<file path="config.mk">
export PLATFORM = sky130hd
export DESIGN_NAME = opm_output_port_mux
export DESIGN_NICKNAME = d
export VERILOG_FILES = /design/src/core/opm_pkg.sv /design/src/core/opm_sync2.sv /design/src/core/opm_pin_drive.sv /design/src/core/opm_output_port_mux.sv
export SDC_FILE = /design/constraint.sdc
export NUM_CORES = 1
export LEC_CHECK = 0
export BUFFER_PORTS_ARGS = -buffer_cell sky130_fd_sc_hd__clkbuf_2
export CAP_MARGIN = 20
export CORE_AREA = 2 2 89 91
export CTS_CLUSTER_SIZE = 16
export DETAILED_ROUTE_END_ITERATION = 12
export DIE_AREA = 0 0 91 93
export GPL_ROUTABILITY_DRIVEN = 0
export PLACE_DENSITY = 0.8
export SYNTH_ARGS = -nofsm -noshare
export SYNTH_HDL_FRONTEND = slang
export SYNTH_SLANG_ARGS = --single-unit
</file>
<file path="constraint.sdc">
create_clock -name clock -period 8 [get_ports clock]
set_clock_uncertainty 0.1 [all_clocks]
set_input_delay 2.4 -clock clock [delete_from_list [all_inputs] [get_ports clock]]
set_output_delay 2.4 -clock clock [all_outputs]
set_load 0.02 [all_outputs]
</file>
<file path="src/core/opm_pkg.sv">
/*
  Constants and types shared by the output pin multiplexer.
  Assumes a 32-bit AXI4-Lite register bus; register byte address is four times its index.
*/
package opm_pkg;

  // ==========================================================
  // Register bus
  localparam int AddrW = 8;
  localparam int DataW = 32;
  localparam int IdxLsb = 2;
  localparam int IdxW = 6;
  localparam logic [IdxW-1:0] IdxSrcSel = 6'h0C;
  localparam logic [IdxW-1:0] IdxLatchSet = 6'h0E;
  localparam logic [IdxW-1:0] IdxLatchClr = 6'h0F;
  localparam logic [IdxW-1:0] IdxRtsCtl = 6'h10;
  localparam logic [IdxW-1:0] IdxStatus = 6'h11;
  localparam logic [1:0] RespOkay = 2'h0;
  localparam logic [1:0] RespSlvErr = 2'h2;

  // ==========================================================
  // Reset values
  localparam logic [7:0] SrcSelReset = 8'h00;
  localparam logic [7:0] LatchReset = 8'h00;
  localparam logic [3:0] RtsCtlReset = 4'h0;

  // ==========================================================
  // Source select fields
  localparam int SelPin7 = 7;
  localparam int SelPin6 = 6;
  localparam int SelPin5 = 5;
  localparam int SelPin4 = 4;
  localparam int SelPin3Lsb = 2;
  localparam int SelPin2Lsb = 0;
  localparam logic [1:0] Pin3Latch = 2'h0;
  localparam logic [1:0] Pin3Timer = 2'h1;
  localparam logic [1:0] Pin3TxClkB = 2'h2;
  localparam logic [1:0] Pin3RxClkB = 2'h3;
  localparam logic [1:0] Pin2Latch = 2'h0;
  localparam logic [1:0] Pin2TxClkAOver = 2'h1;
  localparam logic [1:0] Pin2TxClkA = 2'h2;
  localparam logic [1:0] Pin2RxClkA = 2'h3;

  // ==========================================================
  // Request-to-send control fields
  localparam int RtsRxA = 0;
  localparam int RtsTxA = 1;
  localparam int RtsRxB = 2;
  localparam int RtsTxB = 3;

  // ==========================================================
  // Status fields and pin masks of the reduced and full variants
  localparam int StatLatchLsb = 0;
  localparam int StatPinLsb = 8;
  localparam int StatRtsLsb = 16;
  localparam logic [7:0] ReducedPinMask = 8'h03;
  localparam logic [7:0] FullPinMask = 8'hFF;

  // ==========================================================
  // Pin drive kinds
  typedef enum logic [2:0] {
    OPM_DRV_LATCH = 3'b001,
    OPM_DRV_PUSH = 3'b010,
    OPM_DRV_OD = 3'b100
  } opm_drive_e;

endpackage : opm_pkg

</file>
<file path="src/core/opm_sync2.sv">
/*
  Two-flop synchroniser for a vector of pin levels.
  Assumes inputs arrive from outside the clock domain.
*/
`timescale 1ns/1ps
`default_nettype none

module opm_sync2 #(
  parameter int Width = 8
) (
  input wire logic clock,
  input wire logic rst,
  input wire logic [Width-1:0] asyncIn,
  output logic [Width-1:0] syncOut
);

  logic [Width-1:0] firstQ;
  logic [Width-1:0] firstD;
  logic [Width-1:0] secondQ;
  logic [Width-1:0] secondD;

  // ==========================================================
  // Two stages
  always_comb begin
    firstD = asyncIn;
    secondD = firstQ;
  end

  always_ff @(posedge clock or posedge rst) begin
    if (rst) begin
      firstQ <= '0;
      secondQ <= '0;
    end else begin
      firstQ <= firstD;
      secondQ <= secondD;
    end
  end

  assign syncOut = secondQ;

endmodule : opm_sync2

`default_nettype wire

</file>
<file path="src/core/opm_pin_drive.sv">
/*
  Registered driver of one output pin: latch level, push-pull or open-drain.
  Assumes drive kind and sources come from the same clock domain.
*/
`timescale 1ns/1ps
`default_nettype none

module opm_pin_drive (
  input wire logic clock,
  input wire logic rst,
  input wire opm_pkg::opm_drive_e mode,
  input wire logic latchBit,
  input wire logic altSig,
  output logic pinOut,
  output logic pinOeN
);

  logic outQ;
  logic outD;
  logic oeNQ;
  logic oeND;

  // ==========================================================
  // Drive selection
  always_comb begin
    unique case (mode)
      opm_pkg::OPM_DRV_LATCH: begin
        outD = ~latchBit;
        oeND = 1'b0;
      end
      opm_pkg::OPM_DRV_PUSH: begin
        outD = altSig;
        oeND = 1'b0;
      end
      opm_pkg::OPM_DRV_OD: begin
        outD = 1'b0;
        oeND = ~altSig;
      end
      default: begin
        outD = 1'b1;
        oeND = 1'b1;
      end
    endcase
  end

  always_ff @(posedge clock or posedge rst) begin
    if (rst) begin
      outQ <= 1'b1;
      oeNQ <= 1'b0;
    end else begin
      outQ <= outD;
      oeNQ <= oeND;
    end
  end

  assign pinOut = outQ;
  assign pinOeN = oeNQ;

endmodule : opm_pin_drive

`default_nettype wire

</file>
<file path="src/core/opm_output_port_mux.sv">
/*
  Output pin multiplexer with its AXI4-Lite register slave.
  Assumes channel, timer and clock sources are on the same clock; pin levels are not.
*/
// What this block does
// - Pin 7 shows inverted latch bit 7, or channel B transmit room open-drain.
// - Pin 6 shows inverted latch bit 6, or channel A transmit room open-drain.
// - Pin 5 shows inverted latch bit 5, or channel B receive indication open-drain.
// - Pin 4 shows inverted latch bit 4, or channel A receive indication open-drain.
// - Select bits 3:2 pick pin 3: latch, timer, B transmit or receive clock.
// - Pin 3 carrying the timer output is driven open-drain.
// - Select bits 1:0 pick pin 2: latch, A oversampled, bit transmit or receive clock.
// - Pins 0 and 1 take request-to-send role when either mode bit is set.
// - Pin 0 carries channel A request, pin 1 channel B, both active low.
// - Source select affects only pins 7 to 2, never pins 0 and 1.
// - Reduced variant has pins 0 and 1 only, as latch or request-to-send; pins 2 and up are driven high in reset, released after.
// - A general-purpose pin shows the complement of its latch bit.
// - Set command sets latch bits where data is one; clear command clears them.
// - Reset clears the latch, so general-purpose pins leave reset high.
`timescale 1ns/1ps
`default_nettype none

module opm_output_port_mux #(
  parameter bit ReducedPins = 1'b0,
  parameter int PinCount = 8
) (
  input wire logic clock,
  input wire logic rst,
  input wire logic [opm_pkg::AddrW-1:0] s_axi_awaddr,
  input wire logic [2:0] s_axi_awprot,
  input wire logic s_axi_awvalid,
  output logic s_axi_awready,
  input wire logic [opm_pkg::DataW-1:0] s_axi_wdata,
  input wire logic [3:0] s_axi_wstrb,
  input wire logic s_axi_wvalid,
  output logic s_axi_wready,
  output logic [1:0] s_axi_bresp,
  output logic s_axi_bvalid,
  input wire logic s_axi_bready,
  input wire logic [opm_pkg::AddrW-1:0] s_axi_araddr,
  input wire logic [2:0] s_axi_arprot,
  input wire logic s_axi_arvalid,
  output logic s_axi_arready,
  output logic [opm_pkg::DataW-1:0] s_axi_rdata,
  output logic [1:0] s_axi_rresp,
  output logic s_axi_rvalid,
  input wire logic s_axi_rready,
  input wire logic requestSendA,
  input wire logic requestSendB,
  input wire logic txRoomA,
  input wire logic txRoomB,
  input wire logic rxAvailOrFullA,
  input wire logic rxAvailOrFullB,
  input wire logic txClkAOversampled,
  input wire logic txClkABitrate,
  input wire logic rxClkABitrate,
  input wire logic txClkBBitrate,
  input wire logic rxClkBBitrate,
  input wire logic timerOut,
  input wire logic [PinCount-1:0] outPinIn,
  output logic [PinCount-1:0] outPinOut,
  output logic [PinCount-1:0] outPinOeN
);

  // ==========================================================
  // Declarations
  localparam logic [7:0] PinMask = ReducedPins ? opm_pkg::ReducedPinMask : opm_pkg::FullPinMask;

  logic [7:0] srcSelQ;
  logic [7:0] srcSelD;
  logic [7:0] outputLatchQ;
  logic [7:0] outputLatchD;
  logic [3:0] rtsCtlQ;
  logic [3:0] rtsCtlD;

  logic awHeldQ;
  logic awHeldD;
  logic [opm_pkg::AddrW-1:0] awAddrQ;
  logic [opm_pkg::AddrW-1:0] awAddrD;
  logic wHeldQ;
  logic wHeldD;
  logic [opm_pkg::DataW-1:0] wDataQ;
  logic [opm_pkg::DataW-1:0] wDataD;
  logic [3:0] wStrbQ;
  logic [3:0] wStrbD;
  logic bValidQ;
  logic bValidD;
  logic [1:0] bRespQ;
  logic [1:0] bRespD;
  logic rValidQ;
  logic rValidD;
  logic [1:0] rRespQ;
  logic [1:0] rRespD;
  logic [opm_pkg::DataW-1:0] rDataQ;
  logic [opm_pkg::DataW-1:0] rDataD;

  logic doWrite;
  logic [opm_pkg::IdxW-1:0] wrIdx;
  logic [opm_pkg::IdxW-1:0] rdIdx;
  logic [7:0] wrByte;
  logic [PinCount-1:0] pinLevel;
  logic requestSendAN;
  logic requestSendBN;
  logic rtsRoleA;
  logic rtsRoleB;
  logic [1:0] pin3Sel;
  logic [1:0] pin2Sel;

  opm_pkg::opm_drive_e pinMode [PinCount];
  logic [PinCount-1:0] pinAlt;

  // ==========================================================
  // Write channel handshake
  assign s_axi_awready = ~awHeldQ & ~bValidQ;
  assign s_axi_wready = ~wHeldQ & ~bValidQ;
  assign doWrite = awHeldQ & wHeldQ & ~bValidQ;
  assign wrIdx = awAddrQ[opm_pkg::IdxLsb +: opm_pkg::IdxW];
  assign wrByte = wStrbQ[0] ? wDataQ[7:0] : 8'h00;

  always_comb begin
    awHeldD = awHeldQ;
    awAddrD = awAddrQ;
    wHeldD = wHeldQ;
    wDataD = wDataQ;
    wStrbD = wStrbQ;
    bValidD = bValidQ;
    bRespD = bRespQ;
    if (s_axi_awvalid && s_axi_awready) begin
      awHeldD = 1'b1;
      awAddrD = s_axi_awaddr;
    end
    if (s_axi_wvalid && s_axi_wready) begin
      wHeldD = 1'b1;
      wDataD = s_axi_wdata;
      wStrbD = s_axi_wstrb;
    end
    if (doWrite) begin
      awHeldD = 1'b0;
      wHeldD = 1'b0;
      bValidD = 1'b1;
      unique case (wrIdx)
        opm_pkg::IdxSrcSel, opm_pkg::IdxLatchSet, opm_pkg::IdxLatchClr,
        opm_pkg::IdxRtsCtl, opm_pkg::IdxStatus: bRespD = opm_pkg::RespOkay;
        default: bRespD = opm_pkg::RespSlvErr;
      endcase
    end else if (bValidQ && s_axi_bready) begin
      bValidD = 1'b0;
    end
  end

  always_ff @(posedge clock or posedge rst) begin
    if (rst) begin
      awHeldQ <= 1'b0;
      awAddrQ <= '0;
      wHeldQ <= 1'b0;
      wDataQ <= '0;
      wStrbQ <= 4'h0;
      bValidQ <= 1'b0;
      bRespQ <= opm_pkg::RespOkay;
    end else begin
      awHeldQ <= awHeldD;
      awAddrQ <= awAddrD;
      wHeldQ <= wHeldD;
      wDataQ <= wDataD;
      wStrbQ <= wStrbD;
      bValidQ <= bValidD;
      bRespQ <= bRespD;
    end
  end

  assign s_axi_bvalid = bValidQ;
  assign s_axi_bresp = bRespQ;

  // ==========================================================
  // Control registers and output latch
  always_comb begin
    srcSelD = srcSelQ;
    rtsCtlD = rtsCtlQ;
    outputLatchD = outputLatchQ;
    if (doWrite) begin
      if (wrIdx == opm_pkg::IdxSrcSel) begin
        srcSelD = wrByte;
      end
      if (wrIdx == opm_pkg::IdxRtsCtl) begin
        rtsCtlD = wrByte[3:0];
      end
      if (wrIdx == opm_pkg::IdxLatchSet) begin
        outputLatchD = outputLatchQ | (wrByte & PinMask);
      end
      if (wrIdx == opm_pkg::IdxLatchClr) begin
        outputLatchD = outputLatchQ & ~(wrByte & PinMask);
      end
    end
  end

  always_ff @(posedge clock or posedge rst) begin
    if (rst) begin
      srcSelQ <= opm_pkg::SrcSelReset;
      rtsCtlQ <= opm_pkg::RtsCtlReset;
      outputLatchQ <= opm_pkg::LatchReset;
    end else begin
      srcSelQ <= srcSelD;
      rtsCtlQ <= rtsCtlD;
      outputLatchQ <= outputLatchD;
    end
  end

  // ==========================================================
  // Read channel
  assign s_axi_arready = ~rValidQ;
  assign rdIdx = s_axi_araddr[opm_pkg::IdxLsb +: opm_pkg::IdxW];

  always_comb begin
    rValidD = rValidQ;
    rRespD = rRespQ;
    rDataD = rDataQ;
    if (s_axi_arvalid && s_axi_arready) begin
      rValidD = 1'b1;
      rRespD = opm_pkg::RespOkay;
      rDataD = '0;
      unique case (rdIdx)
        opm_pkg::IdxSrcSel, opm_pkg::IdxLatchSet, opm_pkg::IdxLatchClr: rDataD = '0;
        opm_pkg::IdxRtsCtl: rDataD[3:0] = rtsCtlQ;
        opm_pkg::IdxStatus: begin
          rDataD[opm_pkg::StatLatchLsb +: 8] = outputLatchQ;
          rDataD[opm_pkg::StatPinLsb +: 8] = pinLevel;
          rDataD[opm_pkg::StatRtsLsb +: 2] = {rtsRoleB, rtsRoleA};
        end
        default: rRespD = opm_pkg::RespSlvErr;
      endcase
    end else if (rValidQ && s_axi_rready) begin
      rValidD = 1'b0;
    end
  end

  always_ff @(posedge clock or posedge rst) begin
    if (rst) begin
      rValidQ <= 1'b0;
      rRespQ <= opm_pkg::RespOkay;
      rDataQ <= '0;
    end else begin
      rValidQ <= rValidD;
      rRespQ <= rRespD;
      rDataQ <= rDataD;
    end
  end

  assign s_axi_rvalid = rValidQ;
  assign s_axi_rresp = rRespQ;
  assign s_axi_rdata = rDataQ;

  // ==========================================================
  // Pin level readback
  opm_sync2 #(
    .Width(PinCount)
  ) u_pin_sync (
    .clock(clock),
    .rst(rst),
    .asyncIn(outPinIn),
    .syncOut(pinLevel)
  );

  // ==========================================================
  // Source selection
  assign requestSendAN = ~requestSendA;
  assign requestSendBN = ~requestSendB;
  assign rtsRoleA = rtsCtlQ[opm_pkg::RtsRxA] | rtsCtlQ[opm_pkg::RtsTxA];
  assign rtsRoleB = rtsCtlQ[opm_pkg::RtsRxB] | rtsCtlQ[opm_pkg::RtsTxB];
  assign pin3Sel = srcSelQ[opm_pkg::SelPin3Lsb +: 2];
  assign pin2Sel = srcSelQ[opm_pkg::SelPin2Lsb +: 2];

  always_comb begin
    pinAlt = '0;
    // Pins 0 and 1 look only at the mode bits
    pinMode[0] = rtsRoleA ? opm_pkg::OPM_DRV_PUSH : opm_pkg::OPM_DRV_LATCH;
    pinAlt[0] = requestSendAN;
    pinMode[1] = rtsRoleB ? opm_pkg::OPM_DRV_PUSH : opm_pkg::OPM_DRV_LATCH;
    pinAlt[1] = requestSendBN;
    unique case (pin2Sel)
      opm_pkg::Pin2Latch: pinMode[2] = opm_pkg::OPM_DRV_LATCH;
      default: pinMode[2] = opm_pkg::OPM_DRV_PUSH;
    endcase
    unique case (pin2Sel)
      opm_pkg::Pin2TxClkAOver: pinAlt[2] = txClkAOversampled;
      opm_pkg::Pin2TxClkA: pinAlt[2] = txClkABitrate;
      opm_pkg::Pin2RxClkA: pinAlt[2] = rxClkABitrate;
      default: pinAlt[2] = 1'b0;
    endcase
    unique case (pin3Sel)
      opm_pkg::Pin3Latch: pinMode[3] = opm_pkg::OPM_DRV_LATCH;
      opm_pkg::Pin3Timer: pinMode[3] = opm_pkg::OPM_DRV_OD;
      default: pinMode[3] = opm_pkg::OPM_DRV_PUSH;
    endcase
    unique case (pin3Sel)
      opm_pkg::Pin3Timer: pinAlt[3] = timerOut;
      opm_pkg::Pin3TxClkB: pinAlt[3] = txClkBBitrate;
      opm_pkg::Pin3RxClkB: pinAlt[3] = rxClkBBitrate;
      default: pinAlt[3] = 1'b0;
    endcase
    pinMode[4] = srcSelQ[opm_pkg::SelPin4] ? opm_pkg::OPM_DRV_OD : opm_pkg::OPM_DRV_LATCH;
    pinAlt[4] = rxAvailOrFullA;
    pinMode[5] = srcSelQ[opm_pkg::SelPin5] ? opm_pkg::OPM_DRV_OD : opm_pkg::OPM_DRV_LATCH;
    pinAlt[5] = rxAvailOrFullB;
    pinMode[6] = srcSelQ[opm_pkg::SelPin6] ? opm_pkg::OPM_DRV_OD : opm_pkg::OPM_DRV_LATCH;
    pinAlt[6] = txRoomA;
    pinMode[7] = srcSelQ[opm_pkg::SelPin7] ? opm_pkg::OPM_DRV_OD : opm_pkg::OPM_DRV_LATCH;
    pinAlt[7] = txRoomB;
    // Absent pins of the reduced variant stay released
    for (int i = 2; i < PinCount; i++) begin
      if (!PinMask[i]) begin
        pinMode[i] = opm_pkg::OPM_DRV_OD;
        pinAlt[i] = 1'b0;
      end
    end
  end

  // ==========================================================
  // Pin drivers
  for (genvar g = 0; g < PinCount; g++) begin : g_pin
    opm_pin_drive u_drive (
      .clock(clock),
      .rst(rst),
      .mode(pinMode[g]),
      .latchBit(outputLatchQ[g]),
      .altSig(pinAlt[g]),
      .pinOut(outPinOut[g]),
      .pinOeN(outPinOeN[g])
    );
  end

endmodule : opm_output_port_mux

`default_nettype wire

</file>
Word-level counts from Yosys, hierarchy flattened:

Index checks and enable logic that the tools add are counted.

* bits in registers: 95
* input port bits: 85
* output and inout bits: 57
* word-level logic and storage cells: 166

* eq/ne operators: 40
* multiplexer cells: 41
* bitwise operators: 29
* reductions and logical operators: 25

Operator list (number)
* equality test 6 x 4 -> 1 bit (second input constant): 6
* case mux 1 bit (3 select lines): 10
* equality test 6 x 5 -> 1 bit (second input constant): 4
* 2-to-1 mux 8 bit: 3
* NOT 1 bit: 20
* case mux 1 bit (2 select lines): 8
* OR reduction 2 bit: 8
* equality test 3 x 1 -> 1 bit (second input constant): 5
* equality test 3 x 2 -> 1 bit (second input constant): 5
* equality test 3 bit (second input constant): 5
* equality test 2 bit (second input constant): 7
* 2-to-1 mux 14 bit: 1
* 2-to-1 mux 3 bit: 4
* equality test 2 x 1 -> 1 bit (second input constant): 5
* 2-to-1 mux 2 bit: 5
* nonzero test 2 bit: 5
* OR reduction 5 bit: 2
* equality test 2 x 3 -> 1 bit (second input constant): 3
* AND 8 bit: 1
* 2-to-1 mux 1 bit: 8
* NOT 8 bit: 1
* bitwise OR 8 bit: 1
* case mux 4 bit (2 select lines): 1
* case mux 3 bit (2 select lines): 1
* 5 further kinds: 16

Depth between registers and ports, before layout:

* word-level depth: 5
* depth in mapped cells: 5

Cells and area by module:

From an unflattened synthesis, not the netlist that was laid out.

* cells, all modules: 359
* area total of the unflattened synthesis: 4091.4 µm²

By module, submodules not included
* opm_output_port_mux: instances 1, cells an instance 254, area each 2776.4 µm², sequential area each 1476.4 µm²
* opm_pin_drive: instances 8, cells an instance 11, area each 113.9 µm², sequential area each 51.3 µm²
* opm_sync2: instances 1, cells an instance 17, area each 404.1 µm², sequential area each 400.4 µm²

Least setup slack after synthesis:

No wires, ideal clock.

* kind: input to register
* from: in s_axi_araddr[3] (netlist bit)
* to: reg rDataQ, in the netlist s_axi_rdata[10]
* setup time: 0.083 ns
* data arrival time: 3.370 ns
* slack: 4.448 ns
* cell stages on the path: 4
* path buffers: 1
* path through: nor4b_1 -> nand3b_1 -> clkbuf_1 -> o21ai_0

* longest elaborated chain between the ends: 2

RTL lines
* start: declaration: RTL line opm_output_port_mux.sv:40 `input wire logic [opm_pkg::AddrW-1:0] s_axi_araddr,`
* equality test 6 x 5 -> 1 bit: RTL line opm_output_port_mux.sv:221 `unique case (rdIdx)`
* 2-to-1 mux 14 bit: RTL line opm_output_port_mux.sv:221
* end signal: assignment: RTL line opm_output_port_mux.sv:244 `rDataQ <= rDataD;`
* end: declaration: RTL line opm_output_port_mux.sv:94 `logic [opm_pkg::DataW-1:0] rDataQ;`

Every way passes these cells.
A chain may end at the register's enable or synchronous reset.

Worst setup path in the final report:

* from: in s_axi_araddr[3] (netlist bit)
* to: reg rDataQ, in the netlist s_axi_rdata[16]

Same word-level chain as after synthesis.

==> results_dict.tcl <==
set metrics [dict create \
    die_x_um 91 \
    hold_violations 0 \
    synth_edf_count 0 \
    synth_ff_type "dfrtp_1" \
    worst_pin_slew_ns 0.941 \
    synth_seq_area_share 0.610 \
    cp-end-kind "flip-flop" \
    critPathKind "primary input to flip-flop" \
    peakVddDrop_mv 0.235 \
    grt_setup_unrepaired "no" \
    drv_slew 0 \
    layout-drive-gt1-share 0.368 \
    cp-start-kind "primary input" \
    syn_avg_cell_area_sq_um 12.1 \
    fin_tns_setup_ns 0 \
    slew_headroom 0.373 \
    crit_path_max_fanout 14 \
    drtAntennaViolNets 0 \
    netlist.area_leader.share 0.552 \
    rows 32 \
    drt-total-wl_um 6740 \
    design.core.area_sq_um 7530 \
    finalCritPeriodShare 0.461 \
    cts_tree "yes" \
    hold_class "flip-flop to flip-flop" \
    final_cells 477 \
    initial_core_util 0.482 \
    clk_latency_ns 0.35 \
    grt_max_degree 89 \
    synth-compound-area-share 0.0762 \
    dieArea_sq_um 8460 \
    grt_pass1_wl_um 10700 \
    dp_hpwl_um 4790 \
    synthCells 301 \
    num_antenna_cells 0 \
    setup_slack_ns 4.31 \
    cts-resized-gates 0 \
    clockRootBuffer "clkbuf_8" \
    vias 2337 \
    clock_sinks 88 \
    yosys.area_share.simple 0.104 \
    synthTopCellsByArea "dfrtp_1, buf_4, mux2_2, dfstp_2, nand2_1" \
    clk_pin_slew_ns 0.09 \
    synth_mux_area_frac 0.115 \
    p_leak_nw 2.08 \
    synth_top_family_by_area "multiplexers" \
    cap_violations 0 \
    synth_top_cell_by_area "dfrtp_1" \
    area_growth_pct 15.2 \
    die_y_um 93 \
    max_freq_ghz 0.271 \
    cts_buffer_depth 2 \
    synthAdderAreaFrac 0 \
    synth-xor-area-share 0 \
    syn-cell-area_sq_um 3630 \
    place_ws_ns 3.92 \
    cts_made_buffers 9 \
    ys_types 31 \
    cts_htree_levels 3 \
    io_pins 142 \
    cts_setup_buffers 0 \
    synth-seq-cells 88 \
    io_buffers 85 \
    wl_per_cell_um 14.1 \
    grt_pass1_vias 2250 \
    drc 0 \
    powerDensity_nw_per_um2 304 \
    dr.first_iter.drc_count 82 \
    setup_viol 0 \
    first_pass_iters 4 \
    via_per_inst 4.90 \
    gr-usage-all-layers 0.165 \
    crit_arrival_ns 3.84 \
    nNetsFinal 455 \
    gr-total-overflow 0 \
    fin_crit_ns 3.69 \
    yosysWarnings 0 \
    postCtsHoldBufs 0 \
    postSynth.asyncResetShare 1.00 \
    status "completed" \
    antenna_found_initial 0 \
    placed_cells_incl_taps 460 \
    worstPathRequired_ns 8.15 \
]
-- final timing paths --
check	startpoint	end	slack, ns	cells after the start
min in group asynchronous	rst	u_pin_sync.firstQ[1]$_DFF_PP0_	2.01	3
max in group asynchronous	rst	g_pin[0].u_drive.pinOut$_DFF_PP1_	5.11	4
hold / removal	u_pin_sync.firstQ[4]$_DFF_PP0_	u_pin_sync.syncOut[4]$_DFF_PP0_	0.25	0
setup / recovery	s_axi_araddr[3]	s_axi_rdata[16]$_DFFE_PP0P_	4.31	4
hold reg to reg	u_pin_sync.firstQ[4]$_DFF_PP0_	u_pin_sync.syncOut[4]$_DFF_PP0_	0.25	0
setup reg to reg	s_axi_bvalid$_DFFE_PP0P_	srcSelQ[1]$_DFFE_PP0P_	5.91	3
-- where the power goes --
part	internal (mW)	switching, mW	leakage, nW	total, mW
registers	0.559	0.0871	1.12	0.646
logic	0.141	0.177	0.857	0.318
clock network	0.147	0.160	0.104	0.308
total	0.847	0.424	2.08	1.27
-- state kept, by name, summed over array words and instances, names as in the netlist, 5 cells and up --
name / count
s_axi_rdata: 18
g_pin.u_drive.pinOut: 8
outputLatchQ: 8
srcSelQ: 8
u_pin_sync.firstQ: 8
u_pin_sync.syncOut: 8
wDataQ: 8
awAddrQ: 6
g_pin.u_drive.pinOeN: 5
-- cells by family (layout without fill, tap and decap cells) --
family	after synthesis	count (layout)
mux	36	36
compound gates	41	41
simple gates	78	78
flops	88	88
buf+inv	57	113
other cells	1	19
-- worst max-delay path: stages --
cell and delay [ns]:
clkbuf_2 0.09, nor4b_1 0.49, nand3b_1 0.49, o31ai_1 0.37
-- placed cells by master (no fill, tap or decap), types with 2 or more instances in the layout --
master and count:
nand2_1 40, nand4bb_1 2, o31ai_1 14, clkbuf_2 85
nor2_1 17, clkbuf_8 9, mux2_2 19, inv_6 3
and2_1 6, nand3b_1 2, conb_1 19, nand2b_1 3
a21oi_1 3, o41ai_1 7, dfrtp_1 80, mux2i_1 12
mux2_4 4, dfstp_2 8, o21ai_0 14, inv_1 9
a21o_1 2, clkinv_2 3
-- through the flow --
stage               hold WS, ns   util  power (mW)  area (sq um)
finish                    0.253  0.555        1.27          4180
global route              0.256  0.555        1.35          4180
CTS                       0.248  0.552        1.28          4150
detailed placement        0.235  0.525       0.975          3950
global placement          0.234  0.525       0.954          3950
floorplan                 0.231      -       0.908          3690
-- cells in the mapped netlist (all sizes together) (2+ instances only) --
library cell and instances:
or4 2, o31ai 14, clkbuf 14, a21o 2
mux2i 12, mux2 23, nor2 17, nand3b 2
o21ai 14, o41ai 7, dfstp 8, inv 10
a21oi 3, buf 33, nand2 40, and2 6
dfrtp 80, nand2b 3, nand4bb 2
-- metal layers --
layer | wire length, um | track usage | vias up
met2 | 3430 | 0.267 | 71
met1 | 2870 | 0.209 | 1151
met3 | 346 | 0.0371 | 9
li1 | - | - | 1106
met4 | 97 | 0.0859 | 0
met5 | 0 | 0 | -
-- cell type report --
type                    instances  area (sq um)
clock buffers                   9           124
repair buffers                 87           460
flip-flops and latches         88          2210
multi-input cells             174          1140
inverters                      10          38.8
well taps                     102           128
clock inverters                 7          75.1
fillers                       666          3350
Power figures use the tool's default switching activity.
